<file path="src/common/dbu_map.svh">
// Register offsets, field positions, reset values and timing counts of the debug port
`ifndef DBU_MAP_SVH
`define DBU_MAP_SVH

// Core clock and line rate
`define DBU_CLK_HZ      100000000
`define DBU_BAUD_RST    115200
`define DBU_OVS         16
// Clocks per oversampling tick, rounded down
`define DBU_DIV_RST     16'(`DBU_CLK_HZ / (`DBU_BAUD_RST * `DBU_OVS))
// Oversampling tick index of a bit centre and of a bit end
`define DBU_MID_TICK    4'h7
`define DBU_END_TICK    4'hF

// Register byte offsets
`define DBU_A_DATA      5'h00
`define DBU_A_CTRL      5'h04
`define DBU_A_DIV       5'h08
`define DBU_A_STAT      5'h0C
`define DBU_A_IRQ       5'h10
`define DBU_A_ICLR      5'h14
`define DBU_A_IEN       5'h18

// Format control fields
`define DBU_CTRL_SEVEN  0
`define DBU_CTRL_PAREN  1
`define DBU_CTRL_ODD    2
`define DBU_CTRL_STOP2  3
`define DBU_CTRL_RST    4'h0

// Event bits of status, clear and enable registers
`define DBU_IRQ_RXAV    0
`define DBU_IRQ_OVR     1
`define DBU_IRQ_PAR     2
`define DBU_IRQ_FRM     3
`define DBU_IEN_RST     4'h0

// Status register fields
`define DBU_STAT_TXFULL 3
`define DBU_STAT_TXEMPT 4

`endif

</file>
<file path="src/common/dbu_pkg.sv">
// Types shared by the debug serial port modules
package dbu_pkg;

  // Receiver states, one-hot
  typedef enum logic [4:0] {
    RX_IDLE  = 5'h01,
    RX_START = 5'h02,
    RX_DATA  = 5'h04,
    RX_PAR   = 5'h08,
    RX_STOP  = 5'h10
  } dbu_rx_state_type;

  // Transmitter states, one-hot
  typedef enum logic [4:0] {
    TX_IDLE  = 5'h01,
    TX_START = 5'h02,
    TX_DATA  = 5'h04,
    TX_PAR   = 5'h08,
    TX_STOP  = 5'h10
  } dbu_tx_state_type;

  // Four-entry character store
  typedef struct packed {
    logic [3:0][7:0] mem;
    logic [1:0]      wptr;
    logic [1:0]      rptr;
    logic [2:0]      cnt;
  } dbu_fifo_type;

  // Oversampling divider
  typedef struct packed {
    logic [15:0] cnt;
    logic        tick;
  } dbu_baud_type;

  // Whole state of the port
  typedef struct packed {
    logic [3:0]       ctrl;
    logic [15:0]      div;
    logic [3:0]       ien;
    logic [3:0]       ists;
    logic [7:0]       rdata;
    logic [2:0]       rx_sync;
    dbu_rx_state_type rx_st;
    logic [3:0]       rx_tc;
    logic [2:0]       rx_bit;
    logic [7:0]       rx_sh;
    logic             rx_par;
    dbu_tx_state_type tx_st;
    logic [3:0]       tx_tc;
    logic [2:0]       tx_bit;
    logic [7:0]       tx_sh;
    logic             tx_par;
    logic             tx_stop2;
    logic             txd;
  } dbu_state_type;

endpackage : dbu_pkg

</file>
<file path="src/dbu_baud.sv">
// Oversampling tick divider, one pulse every div clocks
`timescale 1ns/10ps
module dbu_baud
  import dbu_pkg::*;
(
  input  wire logic        clk,
  input  wire logic        rst,
  input  wire logic [15:0] div,
  output logic             tick
);

  dbu_baud_type r_ff;     // Divider state
  dbu_baud_type nxt_r;    // Next divider state

  assign tick = r_ff.tick;

  // Count up; a divisor of zero or one ticks every clock
  always_comb begin
    nxt_r = r_ff;
    if (r_ff.cnt + 16'h0001 >= div) begin
      nxt_r.cnt  = 16'h0000;
      nxt_r.tick = 1'b1;
    end else begin
      nxt_r.cnt  = r_ff.cnt + 16'h0001;
      nxt_r.tick = 1'b0;
    end
  end

  // State register
  always_ff @(posedge clk or posedge rst) begin
    if (rst) begin
      r_ff <= '0;
    end else begin
      r_ff <= nxt_r;
    end
  end

endmodule : dbu_baud

</file>
<file path="src/dbu_fifo.sv">
// Four-deep, eight-bit character store with registered entries
`timescale 1ns/10ps
`include "dbu_map.svh"
module dbu_fifo
  import dbu_pkg::*;
(
  input  wire logic       clk,
  input  wire logic       rst,
  input  wire logic       push,
  input  wire logic [7:0] wdata,
  input  wire logic       pop,
  output logic      [7:0] rdata,
  output logic      [2:0] count,
  output logic            full,
  output logic            empty
);

  dbu_fifo_type r_ff;      // Registered store
  dbu_fifo_type nxt_r;     // Next store

  // Flags and head word straight from the registers
  assign full  = (r_ff.cnt == 3'h4);
  assign empty = (r_ff.cnt == 3'h0);
  assign count = r_ff.cnt;
  assign rdata = r_ff.mem[r_ff.rptr];

  // Push and pop; callers never push when full nor pop when empty
  always_comb begin
    nxt_r = r_ff;
    if (push) begin
      nxt_r.mem[r_ff.wptr] = wdata;
      nxt_r.wptr           = r_ff.wptr + 2'h1;
    end
    if (pop) begin
      nxt_r.rptr = r_ff.rptr + 2'h1;
    end
    // Simultaneous push and pop leaves the count alone
    case ({push, pop})
      2'b10:   nxt_r.cnt = r_ff.cnt + 3'h1;
      2'b01:   nxt_r.cnt = r_ff.cnt - 3'h1;
      default: nxt_r.cnt = r_ff.cnt;
    endcase
  end

  // State register
  always_ff @(posedge clk or posedge rst) begin
    if (rst) begin
      r_ff <= '0;
    end else begin
      r_ff <= nxt_r;
    end
  end

endmodule : dbu_fifo

</file>
<file path="src/dbu_uart.sv">
// Debug serial port: registers, receiver, transmitter and interrupt
//
// Notes on behaviour
// - Reset format 115200, 8N1, no flow control
// - Receive and transmit stores, four by eight
// - Status shows characters waiting for reading
// - Receive errors latched in readable status bits
// - Interrupt from receive and error status bits
// - One receive and one transmit line only
// - Seven bits, odd parity, two stops selectable
// - Idle, start, data, parity, stops, then idle
// - Pins shared with card and slave lines
// - Acts as terminal equipment role end
//
// Design decisions made here: the placing of the registers and the address-and-strobe port.
`timescale 1ns/10ps
`include "dbu_map.svh"
module dbu_uart
  import dbu_pkg::*;
(
  input  wire logic       CLK,
  input  wire logic       RST,
  input  wire logic [4:0] ADDR,
  input  wire logic [7:0] WDATA,
  input  wire logic       WR,
  input  wire logic       RD,
  output logic      [7:0] RDATA,
  input  wire logic       RXD,
  output logic            TXD,
  output logic            IRQ
);

  // Reset image of the whole state
  localparam dbu_state_type RST_VAL = '{
    ctrl:     `DBU_CTRL_RST,
    div:      `DBU_DIV_RST,
    ien:      `DBU_IEN_RST,
    ists:     4'h0,
    rdata:    8'h00,
    rx_sync:  3'h7,
    rx_st:    RX_IDLE,
    rx_tc:    4'h0,
    rx_bit:   3'h0,
    rx_sh:    8'h00,
    rx_par:   1'b0,
    tx_st:    TX_IDLE,
    tx_tc:    4'h0,
    tx_bit:   3'h0,
    tx_sh:    8'h00,
    tx_par:   1'b0,
    tx_stop2: 1'b0,
    txd:      1'b1
  };

  dbu_state_type r_ff;        // Registered state
  dbu_state_type nxt_r;       // Next state

  logic       tick;           // Sixteen-times bit rate pulse
  logic       rx_push;        // Finished character into receive store
  logic [7:0] rx_din;         // Finished character
  logic       rx_pop;         // Software takes a character
  logic [7:0] rx_head;        // Oldest waiting character
  logic [2:0] rx_cnt;         // Characters waiting
  logic       rx_full;        // Receive store full
  logic       rx_empty;       // Receive store empty
  logic       tx_push;        // Software queues a character
  logic       tx_pop;         // Transmitter takes a character
  logic [7:0] tx_head;        // Next character to send
  logic       tx_full;        // Transmit store full
  logic       tx_empty;       // Transmit store empty
  logic       rx_s;           // Synchronised receive level
  logic       seven;          // Seven data bits selected
  logic       paren;          // Parity bit present
  logic       odd;            // Odd parity selected
  logic [2:0] last_bit;       // Index of the final data bit
  logic [3:0] set_ev;         // Events raised this cycle
  logic [3:0] clr_ev;         // Software clear mask this cycle

  // Parity of a character of the chosen width
  function automatic logic fmt_par(input logic [7:0] d, input logic sev, input logic o);
    fmt_par = (sev ? ^d[6:0] : ^d) ^ o;
  endfunction : fmt_par

  // Oversampling tick from the programmed divisor
  dbu_baud u_baud (
    .clk  (CLK),
    .rst  (RST),
    .div  (r_ff.div),
    .tick (tick)
  );

  // Received characters wait here for software
  dbu_fifo u_rx_fifo (
    .clk   (CLK),
    .rst   (RST),
    .push  (rx_push),
    .wdata (rx_din),
    .pop   (rx_pop),
    .rdata (rx_head),
    .count (rx_cnt),
    .full  (rx_full),
    .empty (rx_empty)
  );

  // Queued characters wait here for the line
  dbu_fifo u_tx_fifo (
    .clk   (CLK),
    .rst   (RST),
    .push  (tx_push),
    .wdata (WDATA),
    .pop   (tx_pop),
    .rdata (tx_head),
    .count (),
    .full  (tx_full),
    .empty (tx_empty)
  );

  // Outputs; the pad muxing toward the card and slave lines sits outside
  assign TXD   = r_ff.txd;
  assign RDATA = r_ff.rdata;
  assign IRQ   = |(r_ff.ists & r_ff.ien);

  // Format fields and the synchronised line
  assign rx_s     = r_ff.rx_sync[1];
  assign seven    = r_ff.ctrl[`DBU_CTRL_SEVEN];
  assign paren    = r_ff.ctrl[`DBU_CTRL_PAREN];
  assign odd      = r_ff.ctrl[`DBU_CTRL_ODD];
  assign last_bit = seven ? 3'h6 : 3'h7;

  // Whole next-state logic
  always_comb begin
    nxt_r   = r_ff;
    rx_push = 1'b0;
    rx_din  = seven ? {1'b0, r_ff.rx_sh[7:1]} : r_ff.rx_sh;
    tx_pop  = 1'b0;
    set_ev  = 4'h0;
    clr_ev  = 4'h0;

    // Two flops on the pin, third one only for edge finding
    nxt_r.rx_sync = {r_ff.rx_sync[1:0], RXD};

    // Bus side: writes to a full transmit store are dropped
    tx_push = WR && (ADDR == `DBU_A_DATA) && !tx_full;
    rx_pop  = RD && (ADDR == `DBU_A_DATA) && !rx_empty;
    if (WR) begin
      case (ADDR)
        `DBU_A_CTRL: nxt_r.ctrl = WDATA[3:0];
        `DBU_A_DIV:  nxt_r.div  = {8'h00, WDATA};
        `DBU_A_ICLR: clr_ev     = WDATA[3:0];
        `DBU_A_IEN:  nxt_r.ien  = WDATA[3:0];
        default:     nxt_r.ctrl = r_ff.ctrl;          // Others ignore writes
      endcase
    end

    // Read data for the cycle after the strobe; unmapped reads zero
    if (RD) begin
      case (ADDR)
        `DBU_A_DATA: nxt_r.rdata = rx_head;
        `DBU_A_CTRL: nxt_r.rdata = {4'h0, r_ff.ctrl};
        `DBU_A_DIV:  nxt_r.rdata = r_ff.div[7:0];
        `DBU_A_STAT: nxt_r.rdata = {3'h0, tx_empty, tx_full, rx_cnt};
        `DBU_A_IRQ:  nxt_r.rdata = {4'h0, r_ff.ists};
        `DBU_A_IEN:  nxt_r.rdata = {4'h0, r_ff.ien};
        default:     nxt_r.rdata = 8'h00;
      endcase
    end else begin
      nxt_r.rdata = 8'h00;
    end

    // Receiver: hunt for a falling edge, then sample mid-bit
    case (r_ff.rx_st)
      RX_IDLE: begin
        if (r_ff.rx_sync[2] && !rx_s) begin
          nxt_r.rx_st  = RX_START;
          nxt_r.rx_tc  = 4'h0;
          nxt_r.rx_par = 1'b0;
        end
      end
      RX_START: begin
        if (tick) begin
          if (r_ff.rx_tc == `DBU_MID_TICK) begin
            // A short glitch is not a start bit
            nxt_r.rx_st  = rx_s ? RX_IDLE : RX_DATA;
            nxt_r.rx_tc  = 4'h0;
            nxt_r.rx_bit = 3'h0;
          end else begin
            nxt_r.rx_tc = r_ff.rx_tc + 4'h1;
          end
        end
      end
      RX_DATA: begin
        if (tick) begin
          if (r_ff.rx_tc == `DBU_END_TICK) begin
            // Least significant bit first
            nxt_r.rx_tc  = 4'h0;
            nxt_r.rx_sh  = {rx_s, r_ff.rx_sh[7:1]};
            nxt_r.rx_par = r_ff.rx_par ^ rx_s;
            if (r_ff.rx_bit == last_bit) begin
              nxt_r.rx_st = paren ? RX_PAR : RX_STOP;
            end else begin
              nxt_r.rx_bit = r_ff.rx_bit + 3'h1;
            end
          end else begin
            nxt_r.rx_tc = r_ff.rx_tc + 4'h1;
          end
        end
      end
      RX_PAR: begin
        if (tick) begin
          if (r_ff.rx_tc == `DBU_END_TICK) begin
            nxt_r.rx_tc  = 4'h0;
            nxt_r.rx_par = r_ff.rx_par ^ rx_s;
            nxt_r.rx_st  = RX_STOP;
          end else begin
            nxt_r.rx_tc = r_ff.rx_tc + 4'h1;
          end
        end
      end
      RX_STOP: begin
        if (tick) begin
          if (r_ff.rx_tc == `DBU_END_TICK) begin
            // Only the first stop is checked, so back-to-back frames resync early
            nxt_r.rx_st = RX_IDLE;
            nxt_r.rx_tc = 4'h0;
            if (rx_full) begin
              set_ev[`DBU_IRQ_OVR] = 1'b1;
            end else begin
              rx_push              = 1'b1;
              set_ev[`DBU_IRQ_RXAV] = 1'b1;
            end
            set_ev[`DBU_IRQ_FRM] = !rx_s;
            set_ev[`DBU_IRQ_PAR] = paren && (r_ff.rx_par != odd);
          end else begin
            nxt_r.rx_tc = r_ff.rx_tc + 4'h1;
          end
        end
      end
      default: nxt_r.rx_st = RX_IDLE;
    endcase

    // Transmitter: sixteen ticks per bit, line idles high
    case (r_ff.tx_st)
      TX_IDLE: begin
        nxt_r.txd = 1'b1;
        if (!tx_empty) begin
          tx_pop       = 1'b1;
          nxt_r.tx_sh  = tx_head;
          nxt_r.tx_par = fmt_par(tx_head, seven, odd);
          nxt_r.tx_tc  = 4'h0;
          nxt_r.tx_st  = TX_START;
          nxt_r.txd    = 1'b0;
        end
      end
      TX_START: begin
        if (tick) begin
          if (r_ff.tx_tc == `DBU_END_TICK) begin
            nxt_r.tx_tc  = 4'h0;
            nxt_r.tx_bit = 3'h0;
            nxt_r.tx_st  = TX_DATA;
            nxt_r.txd    = r_ff.tx_sh[0];
          end else begin
            nxt_r.tx_tc = r_ff.tx_tc + 4'h1;
          end
        end
      end
      TX_DATA: begin
        if (tick) begin
          if (r_ff.tx_tc == `DBU_END_TICK) begin
            nxt_r.tx_tc = 4'h0;
            if (r_ff.tx_bit == last_bit) begin
              // Stop count is taken here, so a late change waits a frame
              nxt_r.tx_stop2 = r_ff.ctrl[`DBU_CTRL_STOP2];
              nxt_r.tx_st    = paren ? TX_PAR : TX_STOP;
              nxt_r.txd      = paren ? r_ff.tx_par : 1'b1;
            end else begin
              nxt_r.tx_bit = r_ff.tx_bit + 3'h1;
              nxt_r.tx_sh  = {1'b0, r_ff.tx_sh[7:1]};
              nxt_r.txd    = r_ff.tx_sh[1];
            end
          end else begin
            nxt_r.tx_tc = r_ff.tx_tc + 4'h1;
          end
        end
      end
      TX_PAR: begin
        if (tick) begin
          if (r_ff.tx_tc == `DBU_END_TICK) begin
            nxt_r.tx_tc = 4'h0;
            nxt_r.tx_st = TX_STOP;
            nxt_r.txd   = 1'b1;
          end else begin
            nxt_r.tx_tc = r_ff.tx_tc + 4'h1;
          end
        end
      end
      TX_STOP: begin
        if (tick) begin
          if (r_ff.tx_tc == `DBU_END_TICK) begin
            nxt_r.tx_tc = 4'h0;
            if (r_ff.tx_stop2) begin
              nxt_r.tx_stop2 = 1'b0;
            end else begin
              nxt_r.tx_st = TX_IDLE;
            end
          end else begin
            nxt_r.tx_tc = r_ff.tx_tc + 4'h1;
          end
        end
      end
      default: nxt_r.tx_st = TX_IDLE;
    endcase

    // Sticky events: a new event beats a clear in the same cycle
    nxt_r.ists = (r_ff.ists & ~clr_ev) | set_ev;
  end

  // State register; reset gives the default 8N1 format and divisor
  always_ff @(posedge CLK or posedge RST) begin
    if (RST) begin
      r_ff <= RST_VAL;
    end else begin
      r_ff <= nxt_r;
    end
  end

endmodule : dbu_uart

</file>
<file path="config.mk">
export PLATFORM = sky130hd
export DESIGN_NAME = dbu_uart
export DESIGN_NICKNAME = d
export VERILOG_FILES = /design/src/common/dbu_pkg.sv /design/src/dbu_baud.sv /design/src/dbu_fifo.sv /design/src/dbu_uart.sv
export VERILOG_INCLUDE_DIRS = /design/src /design/src/common
export SDC_FILE = /design/constraint.sdc
export NUM_CORES = 1
export LEC_CHECK = 0
export BUFFER_PORTS_ARGS = -buffer_cell sky130_fd_sc_hd__buf_2
export CAP_MARGIN = 40
export CORE_UTILIZATION = 60
export DETAILED_ROUTE_END_ITERATION = 8
export PLACE_DENSITY = 0.79
export SKIP_LAST_GASP = 1
export SYNTH_ARGS = -nofsm -noshare
export SYNTH_HDL_FRONTEND = slang
export SYNTH_SLANG_ARGS = --single-unit
</file>
<file path="constraint.sdc">
create_clock -name CLK -period 11.65 [get_ports CLK]
set_input_delay 1.165 -clock CLK [delete_from_list [all_inputs] [get_ports CLK]]
set_output_delay 1.165 -clock CLK [all_outputs]
set_load 0.005 [all_outputs]
</file>
==> flow_metrics.tcl <==
set metrics [dict create \
    status "completed" \
    synth-edff-count 0 \
    ys_seq_area_frac 0.497 \
    switchingPower_uw 589 \
    cp-end-kind "flip-flop" \
    route.detailed.drc 0 \
    port_buffers 27 \
    p_clk_frac 0.328 \
    vias 5797 \
    p_per_area_nw_per_um2 192 \
    max-slew-margin-rel 0.418 \
    area_growth_pct 10.1 \
    grtUsageTotal 0.257 \
    drtIter0Drc 409 \
    vias_per_cell 6.13 \
    whs_ps 358 \
    synth_flop_cell "dfrtp_1" \
    overflow 0 \
    timing.setup.critical_path_class "in2reg" \
    hold_viol 0 \
    internal-power_uw 1220 \
    detail-route-antenna-nets 0 \
    antenna_found_initial 1 \
    final_nets 797 \
    core_area_um2 13900 \
    hold_buffers 0 \
    grt_pass1_vias 6040 \
    cts_resized 0 \
    cts_root_buffer "clkbuf_16" \
    power.share.sequential 0.437 \
    slew_viol_final 0 \
    grt_first_pass_wirelength_mm 29.1 \
    synth_seq_cells 170 \
    layout_setup_ws_ps 8650 \
    finalSetupTns_ps 0 \
    rows 43 \
    syn-cell-area_um2 8590 \
    place_hpwl_mm 12.2 \
    synth-async-reset-ratio 1.00 \
    clk_pin_slew_ps 70 \
    period_minus_slack_ps 3000 \
    wirelength_mm 17.6 \
    swShare 0.325 \
    final_util 0.679 \
    skew_ps 8.42 \
    vdd_drop_max_mv 0.138 \
    ys_warn_count 0 \
    grt_max_degree 94 \
    die_x_um 122 \
    initial_core_util 0.616 \
    p_comb_frac 0.235 \
    drive_gt1_frac 0.272 \
    post_drt_wl_per_cell_um 18.6 \
    pre_cts_ws_ps 8290 \
    crit_arrival_ps 3350 \
    ys_types 67 \
    fp.dieH_um 122 \
    htree_levels 4 \
    cts_buffers 17 \
    clockBufferDepth 2 \
    worstPathRequired_ps 12010 \
    cts.sinks 170 \
    num_io_pins 28 \
    setup.worst_path.start_class "input pin" \
    cts_tree "yes" \
    cts_setup_buffers 0 \
    drv_cap 0 \
    rsz0062_at_grt "no" \
    p_leak_uw 0.00444 \
    synth_cells 730 \
    stdcell_count 946 \
    synth.avg_cell_area_um2 11.8 \
    insertion_delay_ps 430 \
    drt_pre_antenna_iters 5 \
    routabilityCongestion 0.905 \
    hold_class "reg2reg" \
    fin_crit_sh 0.257 \
    worstMarginPinSlew_ps 862 \
    max_freq_mhz 334 \
    finalSetupViolCount 0 \
    antennaDiodeCount 0 \
    critical_path_peak_fanout 10 \
    dieArea_um2 14800 \
    dp_cells 915 \
]
cells by family after synthesis:
| logic type | after synthesis | synth area share |
|---|---|---|
| multiplexers | 131 | 0.191 |
| AO/OA/AOI/OAI | 116 | 0.0937 |
| adder cells (fa/ha/maj) | 25 | 0.0382 |
| buffers and inverters | 62 | 0.0334 |
| other | 1 | 0.000437 |
| flip-flops | 170 | 0.497 |
| XOR/XNOR | 34 | 0.0347 |
| AND/OR/NAND/NOR | 191 | 0.112 |
layout make-up:
cell class	instances	area, um2
inverters	31	121
clock buffers	18	439
well taps	180	225
repair buffers	29	163
multi-input cells	505	4060
clock inverters	13	181
fillers	996	4480
flip-flops and latches	170	4270
placed cells by master, fill, tap and decap left out, types with 7 or more instances in the layout:
cell,Yosys,final
and3_1,9,9
clkbuf_16,0,17
ha_1,23,23
a22oi_1,14,14
o21ai_0,34,34
nand2_1,52,52
nor2b_1,10,10
dfstp_2,10,10
nor2_1,47,47
nand4_1,14,14
xnor2_1,18,18
nand3_1,20,20
xor2_1,16,16
conb_1,1,8
inv_1,30,29
a21oi_1,24,24
dfrtp_1,160,160
buf_2,10,27
mux2i_1,12,12
mux2_2,102,102
nor3_1,7,7
mux4_2,16,16
synth_stat cells (all sizes together) (2+ instances only):
library cell | n | area, um2
nand3b | 2 | 15.0
xor2 | 16 | 140
o22ai | 4 | 25.0
a22oi | 14 | 105
a32o | 4 | 40.0
dfstp | 10 | 263
a21oi | 27 | 154
nand4 | 15 | 109
nand2b | 4 | 25.0
a21o | 6 | 45.0
buf | 24 | 144
mux4 | 16 | 360
mux2 | 103 | 1160
or4 | 2 | 15.0
o211a | 3 | 37.5
a221oi | 4 | 41.3
o21ai | 35 | 175
inv | 31 | 116
nor3 | 7 | 35.0
clkbuf | 7 | 26.3
nor2 | 47 | 176
or3 | 4 | 25.0
nor4 | 2 | 18.8
nor2b | 10 | 62.6
nand3 | 21 | 110
or2 | 3 | 18.8
dfrtp | 160 | 4000
o2111ai | 2 | 17.5
and2 | 2 | 12.5
mux2i | 12 | 120
and3b | 2 | 17.5
ha | 23 | 288
a31o | 2 | 17.5
a32oi | 3 | 45.1
xnor2 | 18 | 158
nand2 | 56 | 220
and3 | 9 | 56.3
nor3b | 3 | 22.5
fa | 2 | 40.0
o211ai | 4 | 30.0
power by group through the flow:
stage          Sequential (uW)  Clock, uW  Combinational [uW]
3_5_place_dp               800          0                 422
5_1_grt                    806        625                 480
2_1_floorplan              738          0                 386
3_3_place_gp               795          0                 399
6_report                   793        594                 427
4_1_cts                    792        603                 427
metal layers:
metal | global-route usage | vias up | share of wire
met5 | 0 | - | 0.00051
met4 | 0.102 | 2 | 0.018
met3 | 0.0595 | 34 | 0.042
met2 | 0.448 | 130 | 0.52
met1 | 0.309 | 2962 | 0.42
li1 | - | 2669 | -
registers in the layout, indices dropped and copies added (netlist names):
signal / flops
r_ff: 62
u_rx_fifo.r_ff: 36
u_tx_fifo.r_ff: 36
u_baud.r_ff: 16
RDATA: 8
u_rx_fifo.count: 3
u_tx_fifo.count: 3
nxt_r: 2
TXD: 1
odd: 1
paren: 1
u_baud.tick: 1
metrics by stage:
stage          power, uW  instance area (um2)
3_5_place_dp        1220                 8840
4_1_cts             1820                 9460
3_3_place_gp        1190                 8820
2_1_floorplan       1120                 8610
5_1_grt             1910                 9460
6_report            1810                 9460
final timing paths:
path | slack (ps) | start | cells after the start | endpoint
max | 8650 | ADDR[1] | 10 | u_rx_fifo.count[2]
min | 360 | nxt_r[45] | 0 | nxt_r[46]
max reg2reg | 8860 | u_baud.tick | 11 | u_rx_fifo.count[2]
min reg2reg | 360 | nxt_r[45] | 0 | nxt_r[46]
max in group asynchronous | 9410 | RST | 4 | TXD
min in group asynchronous | 880 | RST | 2 | r_ff[33]
worst max-delay path, stage by stage:
cell,delay [ps]
buf_2,90
nor2_1,230
and3b_1,460
o311a_1,310
ha_1,220
inv_1,70
fa_1,370
xor2_1,160
nor2_1,120
xor2_1,160
Power figures use the tool's default switching activity.
